==> config.mk <==
export PLATFORM = sky130hd
export DESIGN_NAME = signed_audio_pwm_dac_output
export DESIGN_NICKNAME = d
export VERILOG_FILES = /design/src/audio_pwm_pkg.sv /design/src/sample_assembler.sv /design/src/pulse_engine.sv /design/src/signed_audio_pwm_dac_output.sv
export SDC_FILE = /design/constraint.sdc
export NUM_CORES = 1
export LEC_CHECK = 0
export BUFFER_PORTS_ARGS = -buffer_cell sky130_fd_sc_hd__buf_2
export CAP_MARGIN = 10
export CORE_UTILIZATION = 50
export DETAILED_ROUTE_END_ITERATION = 7
export PLACE_DENSITY_LB_ADDON = 0.12
export SLEW_MARGIN = 20
export SYNTH_ARGS = -nofsm -noshare
export SYNTH_HDL_FRONTEND = slang
export SYNTH_HIERARCHICAL = 1
export SYNTH_SLANG_ARGS = --single-unit
export TNS_END_PERCENT = 30
==> constraint.sdc <==
create_clock -name ref_clk -period 2.9 [get_ports ref_clk]
set_input_delay 0.87 -clock ref_clk [delete_from_list [all_inputs] [get_ports ref_clk]]
set_output_delay 0.87 -clock ref_clk [all_outputs]
set_load 0.01 [all_outputs]
==> src/audio_pwm_pkg.sv <==
package audio_pwm_pkg;

    // output timing
    localparam int CLK_HZ = 40000000;
    localparam int SAMPLE_HZ = 32000;
    localparam int PERIOD_CYCLES = CLK_HZ / SAMPLE_HZ;
    localparam int CNT_W = 11;
    localparam logic [CNT_W-1:0] PERIOD_LAST = CNT_W'(PERIOD_CYCLES - 1);

    // register map, 4-bit nibble registers
    localparam int ADDR_W = 4;
    localparam int DATA_W = 4;
    localparam logic [ADDR_W-1:0] STATUS_ADDR = 4'h0;
    localparam logic [ADDR_W-1:0] XLOW_ADDR = 4'h8;
    localparam logic [ADDR_W-1:0] CTRL_ADDR = 4'h9;
    localparam logic [ADDR_W-1:0] LOW_ADDR = 4'hA;
    localparam logic [ADDR_W-1:0] HIGH_ADDR = 4'hB;
    localparam logic [ADDR_W-1:0] MASK_ADDR = 4'hC;
    localparam logic [ADDR_W-1:0] OPTION_ADDR = 4'hD;

    // field positions
    localparam int REQ_FLAG_BIT = 2;
    localparam int OUT_EN_BIT = 0;
    localparam int GIRQ_EN_BIT = 1;
    localparam int OPT_TEN_BIT = 0;
    localparam int OPT_TWELVE_BIT = 1;
    localparam int OPT_DAC_BIT = 2;
    localparam int OPT_WAKE_BIT = 3;

    // reset values
    localparam logic [DATA_W-1:0] NIBBLE_RESET = 4'h0;
    localparam logic [DATA_W-1:0] MASK_RESET = 4'h0;
    localparam logic [DATA_W-1:0] OPTION_RESET = 4'h0;

    localparam int MAG_W = 11;

    typedef enum logic [1:0] {
        RES8 = 2'b00,
        RES10 = 2'b01,
        RES12 = 2'b10
    } res_mode_e;

    typedef enum logic [1:0] {
        PIN_ACTIVE = 2'b00,
        PIN_FLOAT = 2'b01,
        PIN_WAKE = 2'b10
    } pin_state_e;

endpackage : audio_pwm_pkg

==> src/sample_assembler.sv <==
`timescale 1ns/10ps
module sample_assembler (
    input wire logic [3:0] high_nib,
    input wire logic [3:0] low_nib,
    input wire logic [3:0] xlow_nib,
    input wire audio_pwm_pkg::res_mode_e res_mode,
    output logic sign,
    output logic [audio_pwm_pkg::MAG_W-1:0] magnitude
);

    // top bit of the high nibble is always the sign
    assign sign = high_nib[3];

    always_comb begin
        unique case (res_mode)
            audio_pwm_pkg::RES8: begin
                magnitude = {4'h0, high_nib[2:0], low_nib};
            end
            audio_pwm_pkg::RES10: begin
                magnitude = {2'h0, high_nib[2:0], low_nib, xlow_nib[3:2]};
            end
            audio_pwm_pkg::RES12: begin
                magnitude = {high_nib[2:0], low_nib, xlow_nib};
            end
            default: begin
                magnitude = 11'h000;
            end
        endcase
    end

endmodule : sample_assembler

==> src/pulse_engine.sv <==
`timescale 1ns/10ps
module pulse_engine (
    input wire logic ref_clk,
    input wire logic resetn,
    input wire logic run,
    input wire logic sign_in,
    input wire logic [audio_pwm_pkg::MAG_W-1:0] mag_in,
    output logic period_end,
    output logic pos_drive,
    output logic neg_drive,
    output logic held_sign,
    output logic [audio_pwm_pkg::MAG_W-1:0] held_mag
);

    localparam int GAP = audio_pwm_pkg::PERIOD_CYCLES;
    logic run_q;
    logic [audio_pwm_pkg::CNT_W-1:0] cnt_reg;
    logic load;
    logic active;

    assign period_end = run_q && (cnt_reg == audio_pwm_pkg::PERIOD_LAST);
    // first sample is taken at start so the opening period is not silent
    assign load = (run && !run_q) || period_end;
    assign active = run_q && (cnt_reg < held_mag);
    assign pos_drive = active && !held_sign;
    assign neg_drive = active && held_sign;

    always_ff @(posedge ref_clk or negedge resetn) begin
        if (!resetn) begin
            run_q <= 1'b0;
        end else begin
            run_q <= run;
        end
    end

    always_ff @(posedge ref_clk or negedge resetn) begin
        if (!resetn) begin
            cnt_reg <= '0;
        end else if (!run || !run_q || period_end) begin
            cnt_reg <= '0;
        end else begin
            cnt_reg <= cnt_reg + 11'h001;
        end
    end

    always_ff @(posedge ref_clk or negedge resetn) begin
        if (!resetn) begin
            held_sign <= 1'b0;
            held_mag <= '0;
        end else if (load) begin
            held_sign <= sign_in;
            held_mag <= mag_in;
        end
    end

    logic [11:0] gap_cnt;
    logic gap_seen;
    always_ff @(posedge ref_clk or negedge resetn) begin
        if (!resetn) begin
            gap_cnt <= 12'h000;
            gap_seen <= 1'b0;
        end else if (period_end || !run) begin
            gap_cnt <= 12'h000;
            gap_seen <= period_end;
        end else begin
            gap_cnt <= gap_cnt + 12'h001;
        end
    end
endmodule : pulse_engine

==> src/signed_audio_pwm_dac_output.sv <==
`timescale 1ns/10ps
module signed_audio_pwm_dac_output (
    input wire logic ref_clk,
    input wire logic resetn,
    input wire logic [audio_pwm_pkg::ADDR_W-1:0] reg_addr,
    input wire logic [audio_pwm_pkg::DATA_W-1:0] reg_wdata,
    input wire logic reg_wr,
    input wire logic reg_rd,
    output logic [audio_pwm_pkg::DATA_W-1:0] reg_rdata,
    input wire logic halt_active,
    output logic irq,
    output logic speaker_pos_pin_o,
    output logic speaker_pos_pin_oe,
    output logic speaker_neg_pin_o,
    output logic speaker_neg_pin_oe,
    input wire logic speaker_neg_pin_i,
    output logic speaker_wake,
    output logic dac_active,
    output logic dac_sign,
    output logic [audio_pwm_pkg::MAG_W-1:0] dac_magnitude
);

    ////////////////////////////////////////////////////////////////////////
    // register state

    logic [3:0] sample_high_reg;
    logic [3:0] sample_low_reg;
    logic [3:0] sample_extra_low_reg;
    logic audio_out_enable_reg;
    logic global_irq_enable_reg;
    logic sample_request_flag_reg;
    logic [3:0] mask_reg;
    logic [3:0] option_reg;
    logic [3:0] rdata_reg;
    logic halt_q;

    logic wr_status;
    logic wr_ctrl;
    logic wr_mask;
    logic wr_option;
    logic halt_entry;
    logic ten_bit_option;
    logic twelve_bit_option;
    logic dac_mode_option;
    logic speaker_wake_option;
    audio_pwm_pkg::res_mode_e res_mode;

    assign wr_status = reg_wr && (reg_addr == audio_pwm_pkg::STATUS_ADDR);
    assign wr_ctrl = reg_wr && (reg_addr == audio_pwm_pkg::CTRL_ADDR);
    assign wr_mask = reg_wr && (reg_addr == audio_pwm_pkg::MASK_ADDR);
    assign wr_option = reg_wr && (reg_addr == audio_pwm_pkg::OPTION_ADDR);
    assign halt_entry = halt_active && !halt_q;

    assign ten_bit_option = option_reg[audio_pwm_pkg::OPT_TEN_BIT];
    assign twelve_bit_option = option_reg[audio_pwm_pkg::OPT_TWELVE_BIT];
    assign dac_mode_option = option_reg[audio_pwm_pkg::OPT_DAC_BIT];
    assign speaker_wake_option = option_reg[audio_pwm_pkg::OPT_WAKE_BIT];

    // twelve wins; ten only counts with twelve clear
    assign res_mode = twelve_bit_option ? audio_pwm_pkg::RES12 :
                      ten_bit_option ? audio_pwm_pkg::RES10 :
                      audio_pwm_pkg::RES8;

    always_ff @(posedge ref_clk or negedge resetn) begin
        if (!resetn) begin
            halt_q <= 1'b0;
        end else begin
            halt_q <= halt_active;
        end
    end

    // write-only nibbles form the holding buffer; the engine copies them
    always_ff @(posedge ref_clk or negedge resetn) begin
        if (!resetn) begin
            sample_high_reg <= audio_pwm_pkg::NIBBLE_RESET;
            sample_low_reg <= audio_pwm_pkg::NIBBLE_RESET;
            sample_extra_low_reg <= audio_pwm_pkg::NIBBLE_RESET;
        end else if (reg_wr) begin
            if (reg_addr == audio_pwm_pkg::HIGH_ADDR) begin
                sample_high_reg <= reg_wdata;
            end
            if (reg_addr == audio_pwm_pkg::LOW_ADDR) begin
                sample_low_reg <= reg_wdata;
            end
            if (reg_addr == audio_pwm_pkg::XLOW_ADDR) begin
                sample_extra_low_reg <= reg_wdata;
            end
        end
    end

    // sleep entry beats a same-cycle enable write
    always_ff @(posedge ref_clk or negedge resetn) begin
        if (!resetn) begin
            audio_out_enable_reg <= 1'b0;
            global_irq_enable_reg <= 1'b0;
        end else begin
            if (halt_entry) begin
                audio_out_enable_reg <= 1'b0;
            end else if (wr_ctrl) begin
                audio_out_enable_reg <= reg_wdata[audio_pwm_pkg::OUT_EN_BIT];
            end
            if (wr_ctrl) begin
                global_irq_enable_reg <= reg_wdata[audio_pwm_pkg::GIRQ_EN_BIT];
            end
        end
    end

    // options are frozen while output runs so the mode cannot shift mid-stream
    always_ff @(posedge ref_clk or negedge resetn) begin
        if (!resetn) begin
            option_reg <= audio_pwm_pkg::OPTION_RESET;
        end else if (wr_option && !audio_out_enable_reg) begin
            option_reg <= reg_wdata;
        end
    end

    always_ff @(posedge ref_clk or negedge resetn) begin
        if (!resetn) begin
            mask_reg <= audio_pwm_pkg::MASK_RESET;
        end else if (wr_mask) begin
            mask_reg <= reg_wdata;
        end
    end

    ////////////////////////////////////////////////////////////////////////
    // sample path

    logic sample_sign;
    logic [audio_pwm_pkg::MAG_W-1:0] sample_mag;
    logic period_end;
    logic pos_drive;
    logic neg_drive;
    logic engine_run;

    sample_assembler u_assembler (
        .high_nib(sample_high_reg),
        .low_nib(sample_low_reg),
        .xlow_nib(sample_extra_low_reg),
        .res_mode(res_mode),
        .sign(sample_sign),
        .magnitude(sample_mag)
    );

    assign engine_run = audio_out_enable_reg && !halt_active;

    pulse_engine u_engine (
        .ref_clk(ref_clk),
        .resetn(resetn),
        .run(engine_run),
        .sign_in(sample_sign),
        .mag_in(sample_mag),
        .period_end(period_end),
        .pos_drive(pos_drive),
        .neg_drive(neg_drive),
        .held_sign(dac_sign),
        .held_mag(dac_magnitude)
    );

    // dac takes the same buffered sample; the pulse pins stay quiet then
    assign dac_active = engine_run && dac_mode_option;

    ////////////////////////////////////////////////////////////////////////
    // sample request and interrupt

    // a period end in the clearing cycle still sets the flag
    always_ff @(posedge ref_clk or negedge resetn) begin
        if (!resetn) begin
            sample_request_flag_reg <= 1'b0;
        end else if (period_end) begin
            sample_request_flag_reg <= 1'b1;
        end else if (wr_status && reg_wdata[audio_pwm_pkg::REQ_FLAG_BIT]) begin
            sample_request_flag_reg <= 1'b0;
        end
    end

    assign irq = sample_request_flag_reg && mask_reg[audio_pwm_pkg::REQ_FLAG_BIT]
                 && global_irq_enable_reg;

    ////////////////////////////////////////////////////////////////////////
    // pin control

    audio_pwm_pkg::pin_state_e pin_state_reg;
    audio_pwm_pkg::pin_state_e pin_state_next;
    logic pos_o_next;
    logic neg_o_next;
    logic neg_meta;
    logic neg_sync;
    logic wake_reg;

    always_comb begin
        if (!halt_active) begin
            pin_state_next = audio_pwm_pkg::PIN_ACTIVE;
        end else if (speaker_wake_option) begin
            pin_state_next = audio_pwm_pkg::PIN_WAKE;
        end else begin
            pin_state_next = audio_pwm_pkg::PIN_FLOAT;
        end
    end

    always_ff @(posedge ref_clk or negedge resetn) begin
        if (!resetn) begin
            pin_state_reg <= audio_pwm_pkg::PIN_ACTIVE;
        end else begin
            pin_state_reg <= pin_state_next;
        end
    end

    always_comb begin
        pos_o_next = 1'b0;
        neg_o_next = 1'b0;
        unique case (pin_state_next)
            audio_pwm_pkg::PIN_ACTIVE: begin
                if (audio_out_enable_reg && !dac_mode_option) begin
                    pos_o_next = pos_drive;
                    neg_o_next = neg_drive;
                end
            end
            audio_pwm_pkg::PIN_FLOAT: begin
                pos_o_next = 1'b0;
            end
            audio_pwm_pkg::PIN_WAKE: begin
                neg_o_next = 1'b0;
            end
            default: begin
                pos_o_next = 1'b0;
            end
        endcase
    end

    // disabled output falls through to both pins low
    always_ff @(posedge ref_clk or negedge resetn) begin
        if (!resetn) begin
            speaker_pos_pin_o <= 1'b0;
            speaker_neg_pin_o <= 1'b0;
            speaker_pos_pin_oe <= 1'b1;
            speaker_neg_pin_oe <= 1'b1;
        end else begin
            speaker_pos_pin_o <= pos_o_next;
            speaker_neg_pin_o <= neg_o_next;
            speaker_pos_pin_oe <= pin_state_next != audio_pwm_pkg::PIN_FLOAT;
            speaker_neg_pin_oe <= pin_state_next != audio_pwm_pkg::PIN_FLOAT;
        end
    end

    // level on the grounded negative pin is the wake cue; pad is asynchronous
    always_ff @(posedge ref_clk or negedge resetn) begin
        if (!resetn) begin
            neg_meta <= 1'b0;
            neg_sync <= 1'b0;
        end else begin
            neg_meta <= speaker_neg_pin_i;
            neg_sync <= neg_meta;
        end
    end

    always_ff @(posedge ref_clk or negedge resetn) begin
        if (!resetn) begin
            wake_reg <= 1'b0;
        end else begin
            wake_reg <= (pin_state_reg == audio_pwm_pkg::PIN_WAKE) && neg_sync;
        end
    end

    assign speaker_wake = wake_reg;

    ////////////////////////////////////////////////////////////////////////
    // register read, answer in the following cycle

    always_ff @(posedge ref_clk or negedge resetn) begin
        if (!resetn) begin
            rdata_reg <= 4'h0;
        end else if (reg_rd) begin
            unique case (reg_addr)
                audio_pwm_pkg::STATUS_ADDR: begin
                    rdata_reg <= {1'b0, sample_request_flag_reg, 2'h0};
                end
                audio_pwm_pkg::CTRL_ADDR: begin
                    rdata_reg <= {2'h0, global_irq_enable_reg, audio_out_enable_reg};
                end
                audio_pwm_pkg::MASK_ADDR: begin
                    rdata_reg <= mask_reg;
                end
                audio_pwm_pkg::OPTION_ADDR: begin
                    rdata_reg <= option_reg;
                end
                default: begin
                    rdata_reg <= 4'h0;
                end
            endcase
        end else begin
            rdata_reg <= 4'h0;
        end
    end

    assign reg_rdata = rdata_reg;
endmodule : signed_audio_pwm_dac_output

==> run_results.csv, run 1 <==
group,metric,value,unit
power_and_ir_drop,vdd_drop_max,369,uV
power_and_ir_drop,leakage,1.74,nW
yosys,yosysTopAreaCell,"dfrtp_1",
clocking,cts_tree,"done",
final_layout,n_fill_cell,508,
power_and_ir_drop,power.density,641,nW/um2
yosys,yosysMostFrequentCell,"dfrtp_1",
timing,rsz0062_at_grt,"false",
global_routing,grt_max_degree,38,
final_layout,antenna_cells,0,
power_and_ir_drop,power,2.28,mW
floorplanning,num_rows,28,
global_routing,grt_first_pass_wirelength,9880,um
detailed_routing,drc,0,
timing,hold_ws,0.372,ns
worst_setup_path,critical_path_arrival,1.38,ns
worst_setup_path,slowest_stage,"nor2b_1",
worst_setup_path,startpoint_type,"input port",
worst_setup_path,cp-end-kind,"output pin",
yosys,yosysUniqueCellTypes,53,
floorplanning,initial_core_util,52.6,%
clocking,cts_hold_buf,0,
min_path,worstHoldPathCells,0,
yosys,synth_area_leaders,"dfrtp_1, mux2_2, mux2_4",
placement,dp_slack,0.644,ns
worst_setup_path,regToRegEndpoint,"u_engine/held_mag[6]",
final_layout,layout.cells.non_filler,379,
detailed_routing,wl_per_cell,15.8,um
timing,slew_headroom,55.1,%
min_path,hold_start,"neg_meta",
placement,gp_routability_congestion,0.788,
clocking,ctsLongestPathBuffers,2,
worst_setup_path,worst-path-buf-inv,2,
clocking,h-tree-depth,3,
yosys,ys_ff_latch,60,
timing,max_freq,0.445,GHz
final_layout,nets,325,
clocking,cts_resized,0,
timing,min_period,2.25,ns
placement,dp_hpwl,4400,um
run,drv_cap,0,
detailed_routing,antenna_left,0,
min_path,hold_class,"reg -> reg",
global_routing,grt_usage,20.6,%
yosys,synthFlopType,"dfrtp_1",
timing,setup_viol,0,
yosys,syn-num-nets,283,
outcome,status,"completed",
worst_setup_path,worstPathRequired,2.03,ns
yosys,ys_top_cells_by_count,"dfrtp_1, mux2_2, nor2_1",
yosys,mappedNetlistArea,3150,um2
yosys,seq_area_frac_synth,47.7,%
floorplanning,io-pin-count,37,
clocking,clk_pin_slew_worst_paths,0.06,ns
floorplanning,die_area,6630,um2
worst_setup_path,rrSetupSlack,0.84,ns
timing,worst_slack,0.654,ns
timing,hold_viol,0,
placement,port_buffers,36,
floorplanning,design.core.area,5990,um2
min_path,hold_end,"neg_sync",
detailed_routing,routed_wl,5990,um
placement,place_inst,363,
floorplanning,die_h,81.4,um
clocking,cts_buffers,9,
detailed_routing,drt_iter0_drc,55,
timing,clock_skew,0.00887,ns
yosys,synthArstFlopShare,100,%
worst_setup_path,r2r-start,"u_engine/cnt_reg[1]",
global_routing,overflow,0,
clocking,clk_latency,0.33,ns
clocking,postCtsSetupBuffers,0,
final_layout,drive_gt1_share,34.2,%
timing,maxSlewViolCount,0,
worst_setup_path,rr_worst_depth,7,
worst_setup_path,critPathKind,"in -> out",
detailed_routing,num_vias,2032,
worst_setup_path,slowest_delay,0.13,ns
worst_setup_path,critPathTopFamily,"simple AND/OR/NAND/NOR gates",
clocking,cts-root-buf,"clkbuf_8",
global_routing,antenna_found_initial,0,
worst_setup_path,path_cells,"buf_2, nor2b_1, and2_1, buf_2",
final_layout,syn2layout_area_growth,12.9,%
timing,min_period_over_period,77.4,%
yosys,yosys.area.top_type_share,46.8,%
worst_setup_path,path_common_cell,"buf_2",
timing,tightestPinTransition,0.674,ns
yosys,synth_edf_count,0,
floorplanning,fp.dieW,81.4,um
global_routing,grt_pass1_vias,1961,
timing,setup_tns,0,ns
clocking,clkSinkCount,60,
detailed_routing,dr.pass1.iters,4,
yosys,synthCells,257,
yosys,synth_area_per_cell,12.3,um2
worst_setup_path,crit_fanout,5,
detailed_routing,vias_per_cell,5.36,
yosys,yosys_warnings,6,
-- report_power, final --
part | internal [mW] | total [mW] | switching (mW)
Combinational | 0.283 | 0.510 | 0.227
Clock | 0.378 | 0.681 | 0.303
Sequential | 0.965 | 1.09 | 0.124
-- logic make-up (layout without fill, tap and decap cells) --
kind of cell	count (synthesis)	after routing	share of synthesized area, %
simple gates	82	82	17.7
flops	60	60	47.7
mux	44	44	17.0
compound gates	27	27	5.84
buf+inv	24	71	4.84
fa+ha+maj	12	12	4.76
xor+xnor	8	8	2.22
-- final cells by class --
class	instances	area [um2]	share of cell area, %
clock buffer	14	173	4.85
multi-input combinational	173	1500	42.1
inverter	14	52.6	1.48
sequential	60	1500	42.2
clock inverter	2	10.0	0.281
tap	75	93.8	2.64
timing repair buffer	41	230	6.47
-- worst max path at each step --
stage,start,to,slack [ns],cells past startpoint
after floorplan,halt_active,dac_active,0.72,2
after CTS,halt_active,dac_active,0.64,4
after detailed placement,halt_active,dac_active,0.64,4
after global placement,halt_active,dac_active,0.67,4
final,halt_active,dac_active,0.65,4
after global routing,halt_active,dac_active,0.60,4
-- layer usage --
metal  track usage (%)  vias to the layer above  wire, um
li1                  -                      992         -
met1              26.5                      993      2820
met2              33.1                       41      2890
met3              6.74                        6       233
met4              5.36                        0        46
met5                 0                        -         0
-- placed cells by master, fill, tap and decap left out, types with 2 or more instances in the layout --
cell type | netlist | layout
nand4b_1 | 2 | 2
ha_1 | 12 | 12
nor3_1 | 6 | 6
xnor2_1 | 3 | 3
and3b_1 | 2 | 2
a22o_1 | 2 | 2
clkbuf_1 | 0 | 2
xor2_1 | 5 | 5
and2b_1 | 2 | 2
clkinv_2 | 0 | 2
and3_1 | 2 | 2
buf_4 | 4 | 4
o21ai_1 | 3 | 3
inv_1 | 14 | 14
nand2_1 | 8 | 8
and2_1 | 4 | 4
nand3b_4 | 2 | 2
o2bb2ai_1 | 2 | 2
nand3b_1 | 6 | 6
nand2b_1 | 3 | 3
dfrtp_1 | 59 | 59
mux2_2 | 19 | 19
buf_2 | 1 | 36
clkbuf_8 | 0 | 12
mux2i_1 | 11 | 11
or3b_2 | 2 | 2
nand4_1 | 3 | 3
o21ai_0 | 5 | 5
a21oi_1 | 4 | 4
a2bb2oi_1 | 2 | 2
a21o_1 | 2 | 2
nand3_1 | 9 | 9
mux2_4 | 14 | 14
nor2b_1 | 4 | 4
nor2_1 | 16 | 16
-- through the flow --
step,utilization [%],instance area (um2)
after CTS,59.4,3560
final,59.4,3560
after detailed placement,56.3,3380
after global routing,59.4,3560
after global placement,56.3,3380
after floorplan,-,3150
Power figures use the tool's default switching activity.
==> run 2, diff against run 1 <==
==> constraint.sdc (replaced) <==
create_clock -name ref_clk -period 2.1 [get_ports ref_clk]
set_input_delay 0.63 -clock ref_clk [delete_from_list [all_inputs] [get_ports ref_clk]]
set_output_delay 0.63 -clock ref_clk [all_outputs]
set_load 0.01 [all_outputs]
==> run 2 against run 1 <==
Net effect:
- die area did not move
- first-iteration DRC count is 7.3% higher
- utilization increased by 1.4 points
- final cell count grew 2.6%
- sequential share of layout area fell by 0.97 points
- count of clock-buffer cells in the layout grew 1
- clock power is 46% higher
- critical path depth rose by 1
- critical path type unchanged
- critical endpoint unchanged
==> run_results.csv, run 2 (same netlist as run 1, synthesis figures left out) <==
group,metric,value,unit
clocking,cts_buffers,9,
timing,tightestPinTransition,0.833,ns
placement,port_buffers,36,
global_routing,antenna_found_initial,0,
clocking,cts_tree,"done",
timing,setup_tns,0,ns
detailed_routing,routed_wl,6100,um
final_layout,antenna_cells,0,
clocking,clk_latency,0.34,ns
timing,setup_viol,0,
final_layout,n_fill_cell,491,
clocking,ctsLongestPathBuffers,2,
clocking,cts_hold_buf,0,
placement,place_inst,373,
final_layout,drive_gt1_share,36.3,%
worst_setup_path,startpoint_type,"input port",
floorplanning,num_rows,28,
timing,min_period_over_period,95.9,%
final_layout,syn2layout_area_growth,15.6,%
final_layout,layout.cells.non_filler,389,
global_routing,grt_max_degree,29,
detailed_routing,drc,0,
power_and_ir_drop,leakage,1.80,nW
outcome,status,"completed",
run,drv_cap,0,
floorplanning,fp.dieW,81.4,um
final_layout,layout_common_cells,"dfrtp_1, buf_2, mux2_2, nor2_1",
timing,maxSlewViolCount,0,
worst_setup_path,critical_path_arrival,1.38,ns
placement,gp_routability_congestion,0.818,
timing,max_freq,0.497,GHz
timing,rsz0062_at_grt,"false",
clocking,postCtsSetupBuffers,0,
timing,hold_ws,0.260,ns
timing,slew_headroom,44.5,%
detailed_routing,vias_per_cell,5.41,
floorplanning,io-pin-count,37,
clocking,clkSinkCount,60,
detailed_routing,wl_per_cell,15.7,um
worst_setup_path,cp-end-kind,"output pin",
detailed_routing,drt_iter0_drc,59,
worst_setup_path,crit_fanout,3,
placement,dp_hpwl,4540,um
worst_setup_path,worstPathRequired,1.47,ns
final_layout,nets,335,
detailed_routing,antenna_left,0,
timing,hold_viol,0,
timing,clock_skew,0.0116,ns
final_layout,mostFrequentLayoutCell,"dfrtp_1",
global_routing,grt_pass1_vias,2019,
power_and_ir_drop,power.density,883,nW/um2
global_routing,grt_usage,21.1,%
worst_setup_path,rrSetupSlack,0.11,ns
detailed_routing,num_vias,2105,
global_routing,grt_first_pass_wirelength,10000,um
floorplanning,die_h,81.4,um
floorplanning,initial_core_util,52.6,%
clocking,cts_resized,0,
clocking,cts-root-buf,"clkbuf_8",
global_routing,overflow,0,
timing,min_period,2.01,ns
min_path,hold_class,"in -> async",
clocking,clk_pin_slew_worst_paths,0.07,ns
worst_setup_path,critPathKind,"in -> out",
floorplanning,die_area,6630,um2
clocking,h-tree-depth,3,
power_and_ir_drop,vdd_drop_max,484,uV
detailed_routing,dr.pass1.iters,4,
power_and_ir_drop,power,3.22,mW
floorplanning,design.core.area,5990,um2
run 2: power breakdown:
group          total (mW)  leakage, nW  internal, mW  switching (mW)
Clock               0.991       0.0997         0.557           0.434
Sequential           1.48        0.783          1.33           0.151
Combinational       0.740        0.916         0.399           0.341
run 2: routing by layer:
layer | vias up | global-route usage [%] | share of wire [%]
li1 | 1016 | - | -
met1 | 1045 | 26.7 | 47
met2 | 31 | 34.4 | 49
met3 | 13 | 3.37 | 2.6
met4 | 0 | 11.3 | 2.1
met5 | - | 0 | 0
run 2: per-stage QoR:
step	setup WS, ns	instance area (um2)	utilization (%)
detailed placement	0.0778	3450	57.6
global route	0.00186	3640	60.8
finish	0.0865	3640	60.8
global placement	0.0758	3450	57.6
floorplan	0.231	3150	-
CTS	0.0816	3640	60.8
run 2: cell type report:
| type | instances | area [um2] | area share, % |
|---|---|---|---|
| tap | 75 | 93.8 | 2.58 |
| sequential | 60 | 1500 | 41.3 |
| timing repair buffer | 51 | 305 | 8.38 |
| clock inverter | 1 | 5.00 | 0.137 |
| inverter | 14 | 52.6 | 1.44 |
| multi-input combinational | 173 | 1500 | 41.1 |
| clock buffer | 15 | 186 | 5.12 |
run 2: path summary, 6_finish.rpt:
| check | startpoint | endpoint | cells past startpoint |
|---|---|---|---|
| worst max-delay path | halt_active | dac_active | 5 |
| worst min-delay path | resetn | u_engine/cnt_reg[5] | 1 |
| worst max register to register | u_engine/cnt_reg[0] | u_engine/held_mag[10] | 5 |
| worst min register to register | neg_meta | neg_sync | 0 |
| max in group asynchronous | resetn | u_engine/held_mag[10] | 2 |
| min in group ref_clk | neg_meta | neg_sync | 0 |
run 2: worst max-delay path, stage by stage:
cell     delay [ns]
buf_2          0.11
nor2b_1        0.23
buf_4          0.17
and2_1         0.12
buf_2          0.12
